<file path="src/verilog/wdt_map.svh">
`ifndef WDT_MAP_SVH
`define WDT_MAP_SVH

// Register indexes; byte address is four times the index
`define WDT_IDX_CTRL 18'h0ffbc
`define WDT_IDX_CNT 18'h0ffbd
`define WDT_IDX_RST_WR 18'h0ffbe
`define WDT_IDX_RST_RD 18'h0ffbf
`define WDT_IDX_IRQ_STAT 18'h0ffc4
`define WDT_IDX_IRQ_EN 18'h0ffc5
`define WDT_IDX_IRQ_CLR 18'h0ffc6

// Protection keys carried in write data bits 15:8
`define WDT_KEY_CTRL 8'h5a
`define WDT_KEY_CNT 8'h69
`define WDT_KEY_RST 8'ha5

// Control/status field positions and reset value
`define WDT_CTRL_WRAP_BIT 7
`define WDT_CTRL_MODE_BIT 6
`define WDT_CTRL_RUN_BIT 5
`define WDT_CTRL_FIXED_ONES 8'h18
`define WDT_CTRL_RESET 8'h18

// Reset control field positions and reset value
`define WDT_RST_EXPIRY_BIT 7
`define WDT_RST_ENABLE_BIT 6
`define WDT_RST_KIND_BIT 5
`define WDT_RST_FIXED_ONES 8'h1f
`define WDT_RST_RESET 8'h1f

// Interrupt event bits
`define WDT_EV_INTERVAL 0
`define WDT_EV_EXPIRY 1
`define WDT_EV_COUNT 2

// Prescaler: log2 of divisor for each select code
`define WDT_PRE_WIDTH 17
`define WDT_DIV_LOG2_0 5'd1
`define WDT_DIV_LOG2_1 5'd6
`define WDT_DIV_LOG2_2 5'd7
`define WDT_DIV_LOG2_3 5'd9
`define WDT_DIV_LOG2_4 5'd11
`define WDT_DIV_LOG2_5 5'd13
`define WDT_DIV_LOG2_6 5'd15
`define WDT_DIV_LOG2_7 5'd17

`define WDT_COUNT_MAX 8'hff
`define WDT_COUNT_ZERO 8'h00

`endif

</file>
<file path="src/verilog/wdt_pkg.sv">
package wdt_pkg;
   // Counter operating mode
   typedef enum logic {
      MODE_INTERVAL = 1'b0,
      MODE_WATCHDOG = 1'b1
   } timer_mode_e;
   // Divider select code
   typedef logic [2:0] div_sel_t;
endpackage
</file>
<file path="src/verilog/clock_prescaler.sv">
`include "wdt_map.svh"

module clock_prescaler (
   input wire logic pclk,
   input wire logic presetn,
   input wire wdt_pkg::div_sel_t div_sel,
   output logic tick_q
);
   ////////////////////////////////////////////////////////////////////////////////
   // Free running divider; a tick every 2^k cycles
   logic [`WDT_PRE_WIDTH-1:0] pre_q; // Divider count

   // Low-bit mask for the chosen divisor
   function automatic logic [`WDT_PRE_WIDTH-1:0] div_mask(input wdt_pkg::div_sel_t s);
      logic [4:0] k;
      k = `WDT_DIV_LOG2_0;
      unique case (s)
         3'h0: k = `WDT_DIV_LOG2_0;
         3'h1: k = `WDT_DIV_LOG2_1;
         3'h2: k = `WDT_DIV_LOG2_2;
         3'h3: k = `WDT_DIV_LOG2_3;
         3'h4: k = `WDT_DIV_LOG2_4;
         3'h5: k = `WDT_DIV_LOG2_5;
         3'h6: k = `WDT_DIV_LOG2_6;
         3'h7: k = `WDT_DIV_LOG2_7;
      endcase
      div_mask = ~({`WDT_PRE_WIDTH{1'b1}} << k);
   endfunction

   // Divider counter
   always_ff @(posedge pclk or negedge presetn) begin
      if (!presetn) begin
         pre_q <= '0;
      end else begin
         pre_q <= pre_q + 1'b1;
      end
   end

   // Tick when all selected low bits are ones
   always_ff @(posedge pclk or negedge presetn) begin
      if (!presetn) begin
         tick_q <= 1'b0;
      end else begin
         tick_q <= &(pre_q | ~div_mask(div_sel));
      end
   end
endmodule

</file>
<file path="src/verilog/event_irq_bank.sv">
`include "wdt_map.svh"

module event_irq_bank (
   input wire logic pclk,
   input wire logic presetn,
   input wire logic [`WDT_EV_COUNT-1:0] event_set,
   input wire logic [`WDT_EV_COUNT-1:0] clear_bits,
   input wire logic clear_wr,
   input wire logic [`WDT_EV_COUNT-1:0] enable_bits,
   input wire logic enable_wr,
   output logic [`WDT_EV_COUNT-1:0] status_q,
   output logic [`WDT_EV_COUNT-1:0] enable_q,
   output logic irq_q
);
   ////////////////////////////////////////////////////////////////////////////////
   // Sticky status bits; a new event wins over a clear
   genvar i;
   generate
      for (i = 0; i < `WDT_EV_COUNT; i++) begin : g_stat
         always_ff @(posedge pclk or negedge presetn) begin
            if (!presetn) begin
               status_q[i] <= 1'b0;
            end else if (event_set[i]) begin
               status_q[i] <= 1'b1;
            end else if (clear_wr && clear_bits[i]) begin
               status_q[i] <= 1'b0;
            end
         end
      end
   endgenerate

   // Enable register
   always_ff @(posedge pclk or negedge presetn) begin
      if (!presetn) begin
         enable_q <= '0;
      end else if (enable_wr) begin
         enable_q <= enable_bits;
      end
   end

   // Level interrupt while any enabled status bit is set
   always_ff @(posedge pclk or negedge presetn) begin
      if (!presetn) begin
         irq_q <= 1'b0;
      end else begin
         irq_q <= |(status_q & enable_q);
      end
   end
endmodule

</file>
<file path="src/verilog/watchdog_interval_timer.sv">
// Function
// - Counter steps at one of eight prescaled rates
// - Watchdog mode pulses expiry pin on overflow
// - Interval mode sets wrap flag on overflow
// - Flags only cleared by zero, never set
// - Watchdog mode sets expiry flag on overflow
// - Expiry flag clears after read-one then write-zero
// - Reset enable gates overflow reset request
// - Reset select picks power-on or manual
// - Unkeyed writes to timer registers rejected
// - Reset control written low, read next index
//
// Implementation choice: the APB interface to the registers.
`include "wdt_map.svh"

module watchdog_interval_timer (
   input wire logic pclk,
   input wire logic presetn,
   input wire logic psel,
   input wire logic penable,
   input wire logic pwrite,
   input wire logic [19:0] paddr,
   input wire logic [31:0] pwdata,
   input wire logic [3:0] pstrb,
   output logic [31:0] prdata,
   output logic pready,
   output logic pslverr,
   output logic expiry_output_pin,
   output logic poweron_reset_req,
   output logic manual_reset_req,
   output logic interval_interrupt,
   output logic irq
);
   ////////////////////////////////////////////////////////////////////////////////
   // Declarations
   logic [7:0] up_counter_q; // Timer count
   logic wrap_flag_q; // Overflow flag, interval mode
   wdt_pkg::timer_mode_e timer_mode_select_q; // Interval or watchdog
   logic count_run_enable_q; // Counting enabled
   wdt_pkg::div_sel_t clock_divider_select_q; // Prescaler choice
   logic watchdog_expiry_flag_q; // Overflow flag, watchdog mode
   logic expiry_reset_enable_q; // Reset on overflow
   logic reset_kind_select_q; // 0 power-on, 1 manual
   logic wrap_armed_q; // Control read while wrap flag was one
   logic expiry_armed_q; // Reset control read while expiry flag was one
   logic tick; // Prescaled count enable
   logic wrap_ev; // Counter goes from max to zero
   logic [`WDT_EV_COUNT-1:0] irq_status; // Sticky event bits
   logic [`WDT_EV_COUNT-1:0] irq_enable; // Event enables
   logic [17:0] idx; // Word index of access
   logic [7:0] key; // Protection key byte
   logic setup; // First cycle of a transfer
   logic acc_wr; // Write taking effect now
   logic acc_rd; // Read completing now
   logic wr_ctrl; // Keyed control write
   logic wr_cnt; // Keyed counter write
   logic wr_rst; // Keyed reset control write
   logic [7:0] ctrl_view; // Readback of control/status
   logic [7:0] rst_view; // Readback of reset control

   assign idx = paddr[19:2];
   assign key = pwdata[15:8];
   assign setup = psel && !penable;
   assign acc_wr = psel && penable && pready && pwrite;
   assign acc_rd = psel && penable && pready && !pwrite;
   assign wr_ctrl = acc_wr && idx == `WDT_IDX_CTRL && key == `WDT_KEY_CTRL;
   assign wr_cnt = acc_wr && idx == `WDT_IDX_CNT && key == `WDT_KEY_CNT;
   assign wr_rst = acc_wr && idx == `WDT_IDX_RST_WR && key == `WDT_KEY_RST;
   assign wrap_ev = count_run_enable_q && tick && !wr_cnt && up_counter_q == `WDT_COUNT_MAX;
   assign ctrl_view = `WDT_CTRL_FIXED_ONES | {wrap_flag_q, timer_mode_select_q,
                      count_run_enable_q, 2'b00, clock_divider_select_q};
   assign rst_view = `WDT_RST_FIXED_ONES | {watchdog_expiry_flag_q, expiry_reset_enable_q,
                     reset_kind_select_q, 5'h00};

   ////////////////////////////////////////////////////////////////////////////////
   // Submodules
   // Prescaler producing the count enable
   clock_prescaler u_pre (
      .pclk(pclk),
      .presetn(presetn),
      .div_sel(clock_divider_select_q),
      .tick_q(tick)
   );

   // Sticky interrupt status, enable and clear
   event_irq_bank u_irq (
      .pclk(pclk),
      .presetn(presetn),
      .event_set({wrap_ev && timer_mode_select_q == wdt_pkg::MODE_WATCHDOG,
                  wrap_ev && timer_mode_select_q == wdt_pkg::MODE_INTERVAL}),
      .clear_bits(pwdata[`WDT_EV_COUNT-1:0]),
      .clear_wr(acc_wr && idx == `WDT_IDX_IRQ_CLR),
      .enable_bits(pwdata[`WDT_EV_COUNT-1:0]),
      .enable_wr(acc_wr && idx == `WDT_IDX_IRQ_EN),
      .status_q(irq_status),
      .enable_q(irq_enable),
      .irq_q(irq)
   );

   ////////////////////////////////////////////////////////////////////////////////
   // Up counter: keyed load, hold at zero when stopped, else count
   always_ff @(posedge pclk or negedge presetn) begin
      if (!presetn) begin
         up_counter_q <= `WDT_COUNT_ZERO;
      end else if (!count_run_enable_q) begin
         up_counter_q <= `WDT_COUNT_ZERO;
      end else if (wr_cnt) begin
         up_counter_q <= pwdata[7:0];
      end else if (tick) begin
         up_counter_q <= up_counter_q + 8'h01;
      end
   end

   // Control fields of control/status
   always_ff @(posedge pclk or negedge presetn) begin
      if (!presetn) begin
         timer_mode_select_q <= wdt_pkg::MODE_INTERVAL;
         count_run_enable_q <= 1'b0;
         clock_divider_select_q <= 3'h0;
      end else if (wr_ctrl) begin
         timer_mode_select_q <= wdt_pkg::timer_mode_e'(pwdata[`WDT_CTRL_MODE_BIT]);
         count_run_enable_q <= pwdata[`WDT_CTRL_RUN_BIT];
         clock_divider_select_q <= pwdata[2:0];
      end
   end

   // Arm the wrap flag clear on a read that saw it at one
   always_ff @(posedge pclk or negedge presetn) begin
      if (!presetn) begin
         wrap_armed_q <= 1'b0;
      end else if (acc_rd && idx == `WDT_IDX_CTRL) begin
         wrap_armed_q <= wrap_flag_q;
      end else if (wr_ctrl) begin
         wrap_armed_q <= 1'b0;
      end
   end

   // Wrap flag: set wins; only armed zero write clears
   always_ff @(posedge pclk or negedge presetn) begin
      if (!presetn) begin
         wrap_flag_q <= 1'b0;
      end else if (wrap_ev && timer_mode_select_q == wdt_pkg::MODE_INTERVAL) begin
         wrap_flag_q <= 1'b1;
      end else if (wr_ctrl && wrap_armed_q && !pwdata[`WDT_CTRL_WRAP_BIT]) begin
         wrap_flag_q <= 1'b0;
      end
   end

   // Reset control fields
   always_ff @(posedge pclk or negedge presetn) begin
      if (!presetn) begin
         expiry_reset_enable_q <= 1'b0;
         reset_kind_select_q <= 1'b0;
      end else if (wr_rst) begin
         expiry_reset_enable_q <= pwdata[`WDT_RST_ENABLE_BIT];
         reset_kind_select_q <= pwdata[`WDT_RST_KIND_BIT];
      end
   end

   // Arm the expiry flag clear on a read that saw it at one
   always_ff @(posedge pclk or negedge presetn) begin
      if (!presetn) begin
         expiry_armed_q <= 1'b0;
      end else if (acc_rd && idx == `WDT_IDX_RST_RD) begin
         expiry_armed_q <= watchdog_expiry_flag_q;
      end else if (wr_rst) begin
         expiry_armed_q <= 1'b0;
      end
   end

   // Expiry flag: set wins; only armed zero write clears
   always_ff @(posedge pclk or negedge presetn) begin
      if (!presetn) begin
         watchdog_expiry_flag_q <= 1'b0;
      end else if (wrap_ev && timer_mode_select_q == wdt_pkg::MODE_WATCHDOG) begin
         watchdog_expiry_flag_q <= 1'b1;
      end else if (wr_rst && expiry_armed_q && !pwdata[`WDT_RST_EXPIRY_BIT]) begin
         watchdog_expiry_flag_q <= 1'b0;
      end
   end

   ////////////////////////////////////////////////////////////////////////////////
   // Overflow outputs: one-cycle pulses, interrupt level
   always_ff @(posedge pclk or negedge presetn) begin
      if (!presetn) begin
         expiry_output_pin <= 1'b0;
         poweron_reset_req <= 1'b0;
         manual_reset_req <= 1'b0;
         interval_interrupt <= 1'b0;
      end else begin
         // Watchdog mode only; interval mode raises neither pin nor reset
         expiry_output_pin <= wrap_ev && timer_mode_select_q == wdt_pkg::MODE_WATCHDOG;
         poweron_reset_req <= wrap_ev && timer_mode_select_q == wdt_pkg::MODE_WATCHDOG
                              && expiry_reset_enable_q && !reset_kind_select_q;
         manual_reset_req <= wrap_ev && timer_mode_select_q == wdt_pkg::MODE_WATCHDOG
                             && expiry_reset_enable_q && reset_kind_select_q;
         // Level request while the wrap flag is up in interval mode
         interval_interrupt <= (wrap_flag_q || wrap_ev)
                               && timer_mode_select_q == wdt_pkg::MODE_INTERVAL;
      end
   end

   ////////////////////////////////////////////////////////////////////////////////
   // APB slave: no wait states, answers registered in the setup cycle
   always_ff @(posedge pclk or negedge presetn) begin
      if (!presetn) begin
         pready <= 1'b0;
         pslverr <= 1'b0;
         prdata <= '0;
      end else begin
         pready <= setup;
         if (setup) begin
            prdata <= '0;
            pslverr <= 1'b0;
            if (pwrite) begin
               unique case (paddr[19:2])
                  `WDT_IDX_CTRL: pslverr <= pwdata[15:8] != `WDT_KEY_CTRL;
                  `WDT_IDX_CNT: pslverr <= pwdata[15:8] != `WDT_KEY_CNT;
                  `WDT_IDX_RST_WR: pslverr <= pwdata[15:8] != `WDT_KEY_RST;
                  `WDT_IDX_IRQ_EN, `WDT_IDX_IRQ_CLR: pslverr <= 1'b0;
                  default: pslverr <= 1'b1;
               endcase
            end else begin
               unique case (paddr[19:2])
                  `WDT_IDX_CTRL: prdata <= {24'h000000, ctrl_view};
                  `WDT_IDX_CNT: prdata <= {24'h000000, up_counter_q};
                  `WDT_IDX_RST_RD: prdata <= {24'h000000, rst_view};
                  `WDT_IDX_IRQ_STAT: prdata <= {30'h00000000, irq_status};
                  `WDT_IDX_IRQ_EN: prdata <= {30'h00000000, irq_enable};
                  `WDT_IDX_IRQ_CLR: prdata <= '0;
                  default: pslverr <= 1'b1;
               endcase
            end
         end else begin
            pslverr <= 1'b0;
         end
      end
   end
endmodule

</file>
<file path="config.mk">
export PLATFORM = sky130hd
export DESIGN_NAME = watchdog_interval_timer
export DESIGN_NICKNAME = d
export VERILOG_FILES = /design/src/verilog/wdt_pkg.sv /design/src/verilog/clock_prescaler.sv /design/src/verilog/event_irq_bank.sv /design/src/verilog/watchdog_interval_timer.sv
export VERILOG_INCLUDE_DIRS = /design/src /design/src/verilog
export SDC_FILE = /design/constraint.sdc
export NUM_CORES = 1
export LEC_CHECK = 0
export ABC_AREA = 1
export BUFFER_PORTS_ARGS = -buffer_cell sky130_fd_sc_hd__clkbuf_2
export CAP_MARGIN = 10
export CORE_ASPECT_RATIO = 1.25
export CORE_MARGIN = 3
export CORE_UTILIZATION = 35
export DETAILED_ROUTE_END_ITERATION = 6
export SYNTH_ARGS = -nofsm -noshare
export SYNTH_HDL_FRONTEND = slang
export SYNTH_HIERARCHICAL = 1
export SYNTH_SLANG_ARGS = --single-unit
</file>
<file path="constraint.sdc">
create_clock -name pclk -period 1.89 [get_ports pclk]
set_input_delay 0.378 -clock pclk [delete_from_list [all_inputs] [get_ports pclk]]
set_output_delay 0.378 -clock pclk [all_outputs]
set_load 0.03 [all_outputs]
</file>
# ---- After elaboration in Yosys (flattened, before gate mapping)
# Memory sizes are Yosys's and may differ from the RTL's.
# Cells that the tools add are included.
dict set report word_totals {
  regBits 80
  rom_bits 40
  input_bits 61
  output_inout_bits 39
  elab_cells 114
  memories 1
}
dict set report classes {
  addsub 2
  n_eq_ne 15
  n_shift 1
  mux 21
  bitwise 5
  n_reduce_logical 46
}
# memory depth width rd rd_clocked_by_memory_dff wr line_no
set memory_table {}
lappend memory_table {{(name not given)} 8 5 1 0 0 clock_prescaler.sv:17} ;# unique case (s)
# cell count
set op_table {}
lappend op_table {{18-bit by 16-bit equality test with 1-bit output (second input constant)} 7}
lappend op_table {{8-bit one-hot mux with 5 select lines} 1}
lappend op_table {{17-bit NOT} 2}
lappend op_table {{8-bit two-way mux} 4}
lappend op_table {{1-bit logical AND} 30}
lappend op_table {{17-bit by 1-bit adder with 17-bit output (second input constant)} 1}
lappend op_table {{17-bit OR} 1}
lappend op_table {{17-bit AND reduction} 1}
lappend op_table {{17-bit by 5-bit left shift with 17-bit output (first input constant)} 1}
lappend op_table {{8-bit by 7-bit equality test with 1-bit output (second input constant)} 2}
lappend op_table {{8-bit equality test (second input constant)} 2}
lappend op_table {{8-bit by 7-bit inequality test with 1-bit output (second input constant)} 2}
lappend op_table {{1-bit two-way mux} 15}
lappend op_table {{2-bit nonzero test} 6}
lappend op_table {{8-bit by 1-bit adder with 8-bit output (second input constant)} 1}
lappend op_table {{8-bit inequality test (second input constant)} 1}
lappend op_table {{6-bit OR reduction} 1}
lappend op_table {{1-bit zero test} 5}
lappend op_table {{1-bit one-hot mux with 4 select lines} 1}
lappend op_table {{2-bit OR reduction} 2}
lappend op_table {{3-bit by 1-bit inequality test with 1-bit output (second input constant)} 1}
lappend op_table {{2-bit bitwise AND} 1}
lappend op_table {{1-bit logical OR} 1}
lappend op_table {{1-bit NOT} 1}

# ---- Longest topological paths before layout
dict set report logic_depth {
  word_depth 11
  ltp_mapped 13
}

# ---- Cells and area by module
# Netlist, hierarchy kept.
# module n_inst cells_each area_per_inst_um2 seq_area_each_um2
set modules_own_cells {}
lappend modules_own_cells {watchdog_interval_timer 1 353 2494.9 825.8}
lappend modules_own_cells {clock_prescaler 1 121 1009.7 450.4}
lappend modules_own_cells {event_irq_bank 1 22 191.4 125.1}

# ---- Least setup slack after synthesis
# OpenSTA, ideal clock, no wires.
dict set report synth_path {
  path_kind {reg-to-reg}
  startpoint {register pready}
  endpoint {register up_counter_q[0]}
  setup_time_ps 126
  arrival_ps 1403
  slack_ps 361
  path_stages_with_launch 11
  period_less_slack_ps 1529
  path_cell_list {dfrtp_1 -> nand3_1 -> nor2_2 -> nand2_1 -> nor2_1 -> nand2_2 -> buf_6 -> nand2_1 -> o21ai_1 -> nand3_1 -> o21ai_0}
}
dict set report synth_via {
  elab_chain_cells 6
}
# item line_no
set synth_lines {}
lappend synth_lines {{from (decl)} watchdog_interval_timer.sv:26} ;# output logic pready,
lappend synth_lines {{from (signal assigned)} watchdog_interval_timer.sv:211} ;# pready <= setup;
lappend synth_lines {{1-bit logical AND (*) (2 in a row)} watchdog_interval_timer.sv:64} ;# assign acc_wr = psel && penable && pready && pwrite;
lappend synth_lines {{1-bit logical AND (no source line) (*) (2 in a row)} --}
lappend synth_lines {{8-bit two-way mux} watchdog_interval_timer.sv:107} ;# end else if (wr_cnt) begin
lappend synth_lines {{8-bit two-way mux} watchdog_interval_timer.sv:105} ;# end else if (!count_run_enable_q) begin
lappend synth_lines {{to (signal assigned)} watchdog_interval_timer.sv:104} ;# up_counter_q <= `WDT_COUNT_ZERO;
lappend synth_lines {{to (signal assigned)} watchdog_interval_timer.sv:106} ;# up_counter_q <= `WDT_COUNT_ZERO;
lappend synth_lines {{to (signal assigned)} watchdog_interval_timer.sv:108} ;# up_counter_q <= pwdata[7:0];
lappend synth_lines {{to (decl)} watchdog_interval_timer.sv:36} ;# logic [7:0] up_counter_q;
# Mark *: on every way between the ends. The rest lies on a longest branch, timed or not.
# A chain may end at the register's enable or synchronous reset.

# ---- Worst setup path after layout
dict set report layout_path {
  startpoint {register up_counter_q[1]}
  endpoint {register u_irq.status_q[1]}
}
dict set report layout_via {
  elab_chain_cells 4
}
# item line_no
set layout_lines {}
lappend layout_lines {{8-bit equality test (no source line) (*)} --}
lappend layout_lines {{1-bit logical AND (no source line) (*)} --}
lappend layout_lines {{1-bit logical AND (*)} watchdog_interval_timer.sv:89} ;# .event_set({wrap_ev && timer_mode_select_q == wdt_pkg::MODE_WATCHDOG,
lappend layout_lines {{1-bit two-way mux / 2-bit nonzero test (equally long branches)} --}
lappend layout_lines {{to (signal, indexed assignment)} event_irq_bank.sv:22} ;# status_q[i] <= 1'b0;
lappend layout_lines {{to (signal, indexed assignment)} event_irq_bank.sv:24} ;# status_q[i] <= 1'b1;
lappend layout_lines {{to (signal, indexed assignment)} event_irq_bank.sv:26} ;# status_q[i] <= 1'b0;
lappend layout_lines {{to (decl)} event_irq_bank.sv:11} ;# output logic [`WDT_EV_COUNT-1:0] status_q,
# Marked as above.

==> qor.txt <==
status - finished clean
Placement Rows - 41
Peak VDD IR - 0.4298 mV
Worst EP required - 2.12 ns
clock sinks - 56
H-tree level count - 2
average size of a mapped cell - 7.452 um^2
Layout Utilization - 42.13%
CTS Buf Count - 5
Setup crit start kind - flip-flop
Post-CTS Setup Bufs - 0
drt drc - 0
vias in the first global route - 3159
crit path capture type - flip-flop
FF-to-FF Start - up_counter_q[1]$_DFFE_PN0P_
Synth top area share - 37.91%
GRT Overall Usage - 14.64%
Vias/cell - 4.675
dpl cells - 688
Nets - 631
# port buffers - 53
worst hold path class - input port to asynchronous set/reset pin
RSZ-0062 raised after global routing - no
worst reg2reg path endpoint - u_irq/status_q[1]$_DFFE_PN0P_
GP Congestion - 0.8777
CTS tree - built
Area contributors post-synth - dfrtp_1, nand2_1, inv_1
Fin Setup TNS - 0 ns
Max clock buf depth - 2
Max Clock Skew - 0.005284 ns
Cell Area, Synth - 0.003696 mm^2
clock root buffer - clkbuf_16
cells after synthesis - 496
pwr dens - 608.0 mW/mm^2
Seq/Total Area, Yosys - 37.91%
DR pass1 iterations - 4
Ant. Diodes - 0
Synth Register Bits - 56
final worst path period share - 89.96%
maximum fanout along the worst path - 4
Worst R2R Path Depth - 10
die height - 120.9 um
worst setup path start - up_counter_q[1]$_DFFE_PN0P_
worst skew pair latency - 0.29 ns
relative slew slack - 64.61%
footprint of the multi-input gates - 0.001881 mm^2
initial antenna violation count - 0
Fillers - 1079
Avg WL per Cell - 12.31 um
flop-to-flop setup slack - 0.19 ns
Critical Path AT - 1.93 ns
critical path class - flip-flop to flip-flop
P&R area growth vs syn - 16.35%
largest net degree at the start of global routing - 39
EDFF count, synth - 0
Leak Pwr - 2.295 nW
Antenna Nets Post-Route - 0
top cell type by total area after synthesis - dfrtp_1
Worst Tran Pin Value - 0.5308 ns
post-route minimum period - 1.700 ns
Final HPWL DP - 6929 um
share of layout cells above drive strength 1 - 21.02%
vias post-DR - 3249
asr flop ratio synth - 100.0%
Initial Util - 36.21%
Layout Cells excl Fill - 695
GRT Residual Overflow - 0
initial drt markers - 164
IO Count - 100
Hold Slack - 0.05499 ns
fin. max-slew vios - 0
Die Area - 0.01184 mm^2
first-pass GRT wire length - 14300 um
synth unique cells - 37
Synthesis Warnings - 6
Final Power - 2.615 mW
Reg area - 0.001401 mm^2
Core Box Area - 0.01021 mm^2
clk slew on worst S/H paths - 0.07 ns
MaxCap Viol Count - 0
Die Wd - 97.92 um
Final Hold Fails - 0
Detailed Route WL - 8555 um
most common flop cell mapped by yosys - dfrtp_1
max frequency - 0.5882 GHz
Final Setup Violations - 0
## placed cells by master (no fill, tap or decap), drive strengths merged, types with 10 or more instances in the layout
cell and count:
nand2 143, inv 72, clkbuf 58, dfrtp 56, nor2 51, nand3 44
o21ai 29, conb 24, buf 16, nor3 14, xor2 11, nand4 10
## power by group
group | leakage, nW | switching [mW] | total (mW) | internal [mW]
registers | 0.751 | 0.000834 | 1.20 | 1.20
logic | 1.45 | 0.178 | 0.239 | 0.0612
clock network | 0.0899 | 0.422 | 1.17 | 0.753
## synth_stat cells, drive strengths merged, types with 6 or more instances
library cell,count
nor3,14
buf,29
xnor2,6
a21oi,6
xor2,11
nand4,10
inv,72
o21ai,29
nand2,143
dfrtp,56
nand3,44
nor2,51
## what timing repair did
| action | 4_1_cts | 5_1_grt |
|---|---|---|
| setup endpoints to repair | 0 | 3 |
| hold buffers | 0 | 0 |
| gates resized for setup | 0 | 1 |
## how the worst max path moves through the flow
| stage | endpoint |
|---|---|
| 4_1_cts | u_irq/status_q[1]$_DFFE_PN0P_ |
| 5_1_grt | u_irq/status_q[1]$_DFFE_PN0P_ |
| 6_report | u_irq/status_q[1]$_DFFE_PN0P_ |
| 2_1_floorplan | up_counter_q[0]$_DFFE_PN0P_ |
| 3_5_place_dp | up_counter_q[4]$_DFFE_PN0P_ |
| 3_3_place_gp | up_counter_q[5]$_DFFE_PN0P_ |
## layer usage
metal  global-route usage [%]  wire length [um]  share of wire [%]  vias up
li1                         -                 -                  -     1671
met1                    17.50              3613                 42     1487
met2                    26.53              4371                 51       76
met3                    2.415               364                4.3       15
met4                    4.848               206                2.4        0
met5                        0                 0                  0        -
## stage by stage
stage | instance area (um^2) | setup WS [ns]
6_report | 4300 | 0.1898
5_1_grt | 4300 | 0.05806
4_1_cts | 4298 | 0.1260
3_5_place_dp | 4113 | 0.06775
3_3_place_gp | 4113 | 0.09016
2_1_floorplan | 3782 | 0.3608
## worst max-delay path, stage by stage (launching register included)
cell     delay [ns]
dfrtp_1        0.37
ha_1           0.20
nand3_1        0.11
nor2_1         0.13
nand2_1        0.10
nor3_1         0.22
nand2_1        0.15
nor2_2         0.15
buf_4          0.13
inv_1          0.03
nand2_1        0.05
## cells by family (layout without fill, tap and decap cells)
group / after synthesis / in the layout / share of synthesized area, %
buffers and inverters: 102 / 149 / 13.61
muxes: 1 / 1 / 0.3046
adders and majority gates: 4 / 4 / 1.354
and+or+nand+nor: 268 / 268 / 35.07
DFF: 56 / 56 / 37.91
other: 1 / 24 / 0.1015
AOI/OAI and AO/OA: 47 / 47 / 7.617
xor gates and xnor gates: 17 / 17 / 4.028
## layout make-up
cell class,count,area share (%)
Sequential cell,56,32.59
Multi-Input combinational cell,361,43.73
Clock buffer,5,2.910
Timing Repair Buffer,69,9.252
Tap cell,129,3.753
Inverter,73,6.372
Clock inverter,2,1.397
## flip-flops by register name, indices dropped and copies added (netlist names), 2 cells and up
signal,count
u_irq/status_q,2
u_irq/enable_q,2
clock_divider_select_q,3
prdata,8
u_pre/pre_q,17
up_counter_q,8
Note: power is estimated with default switching activity, not from simulation.
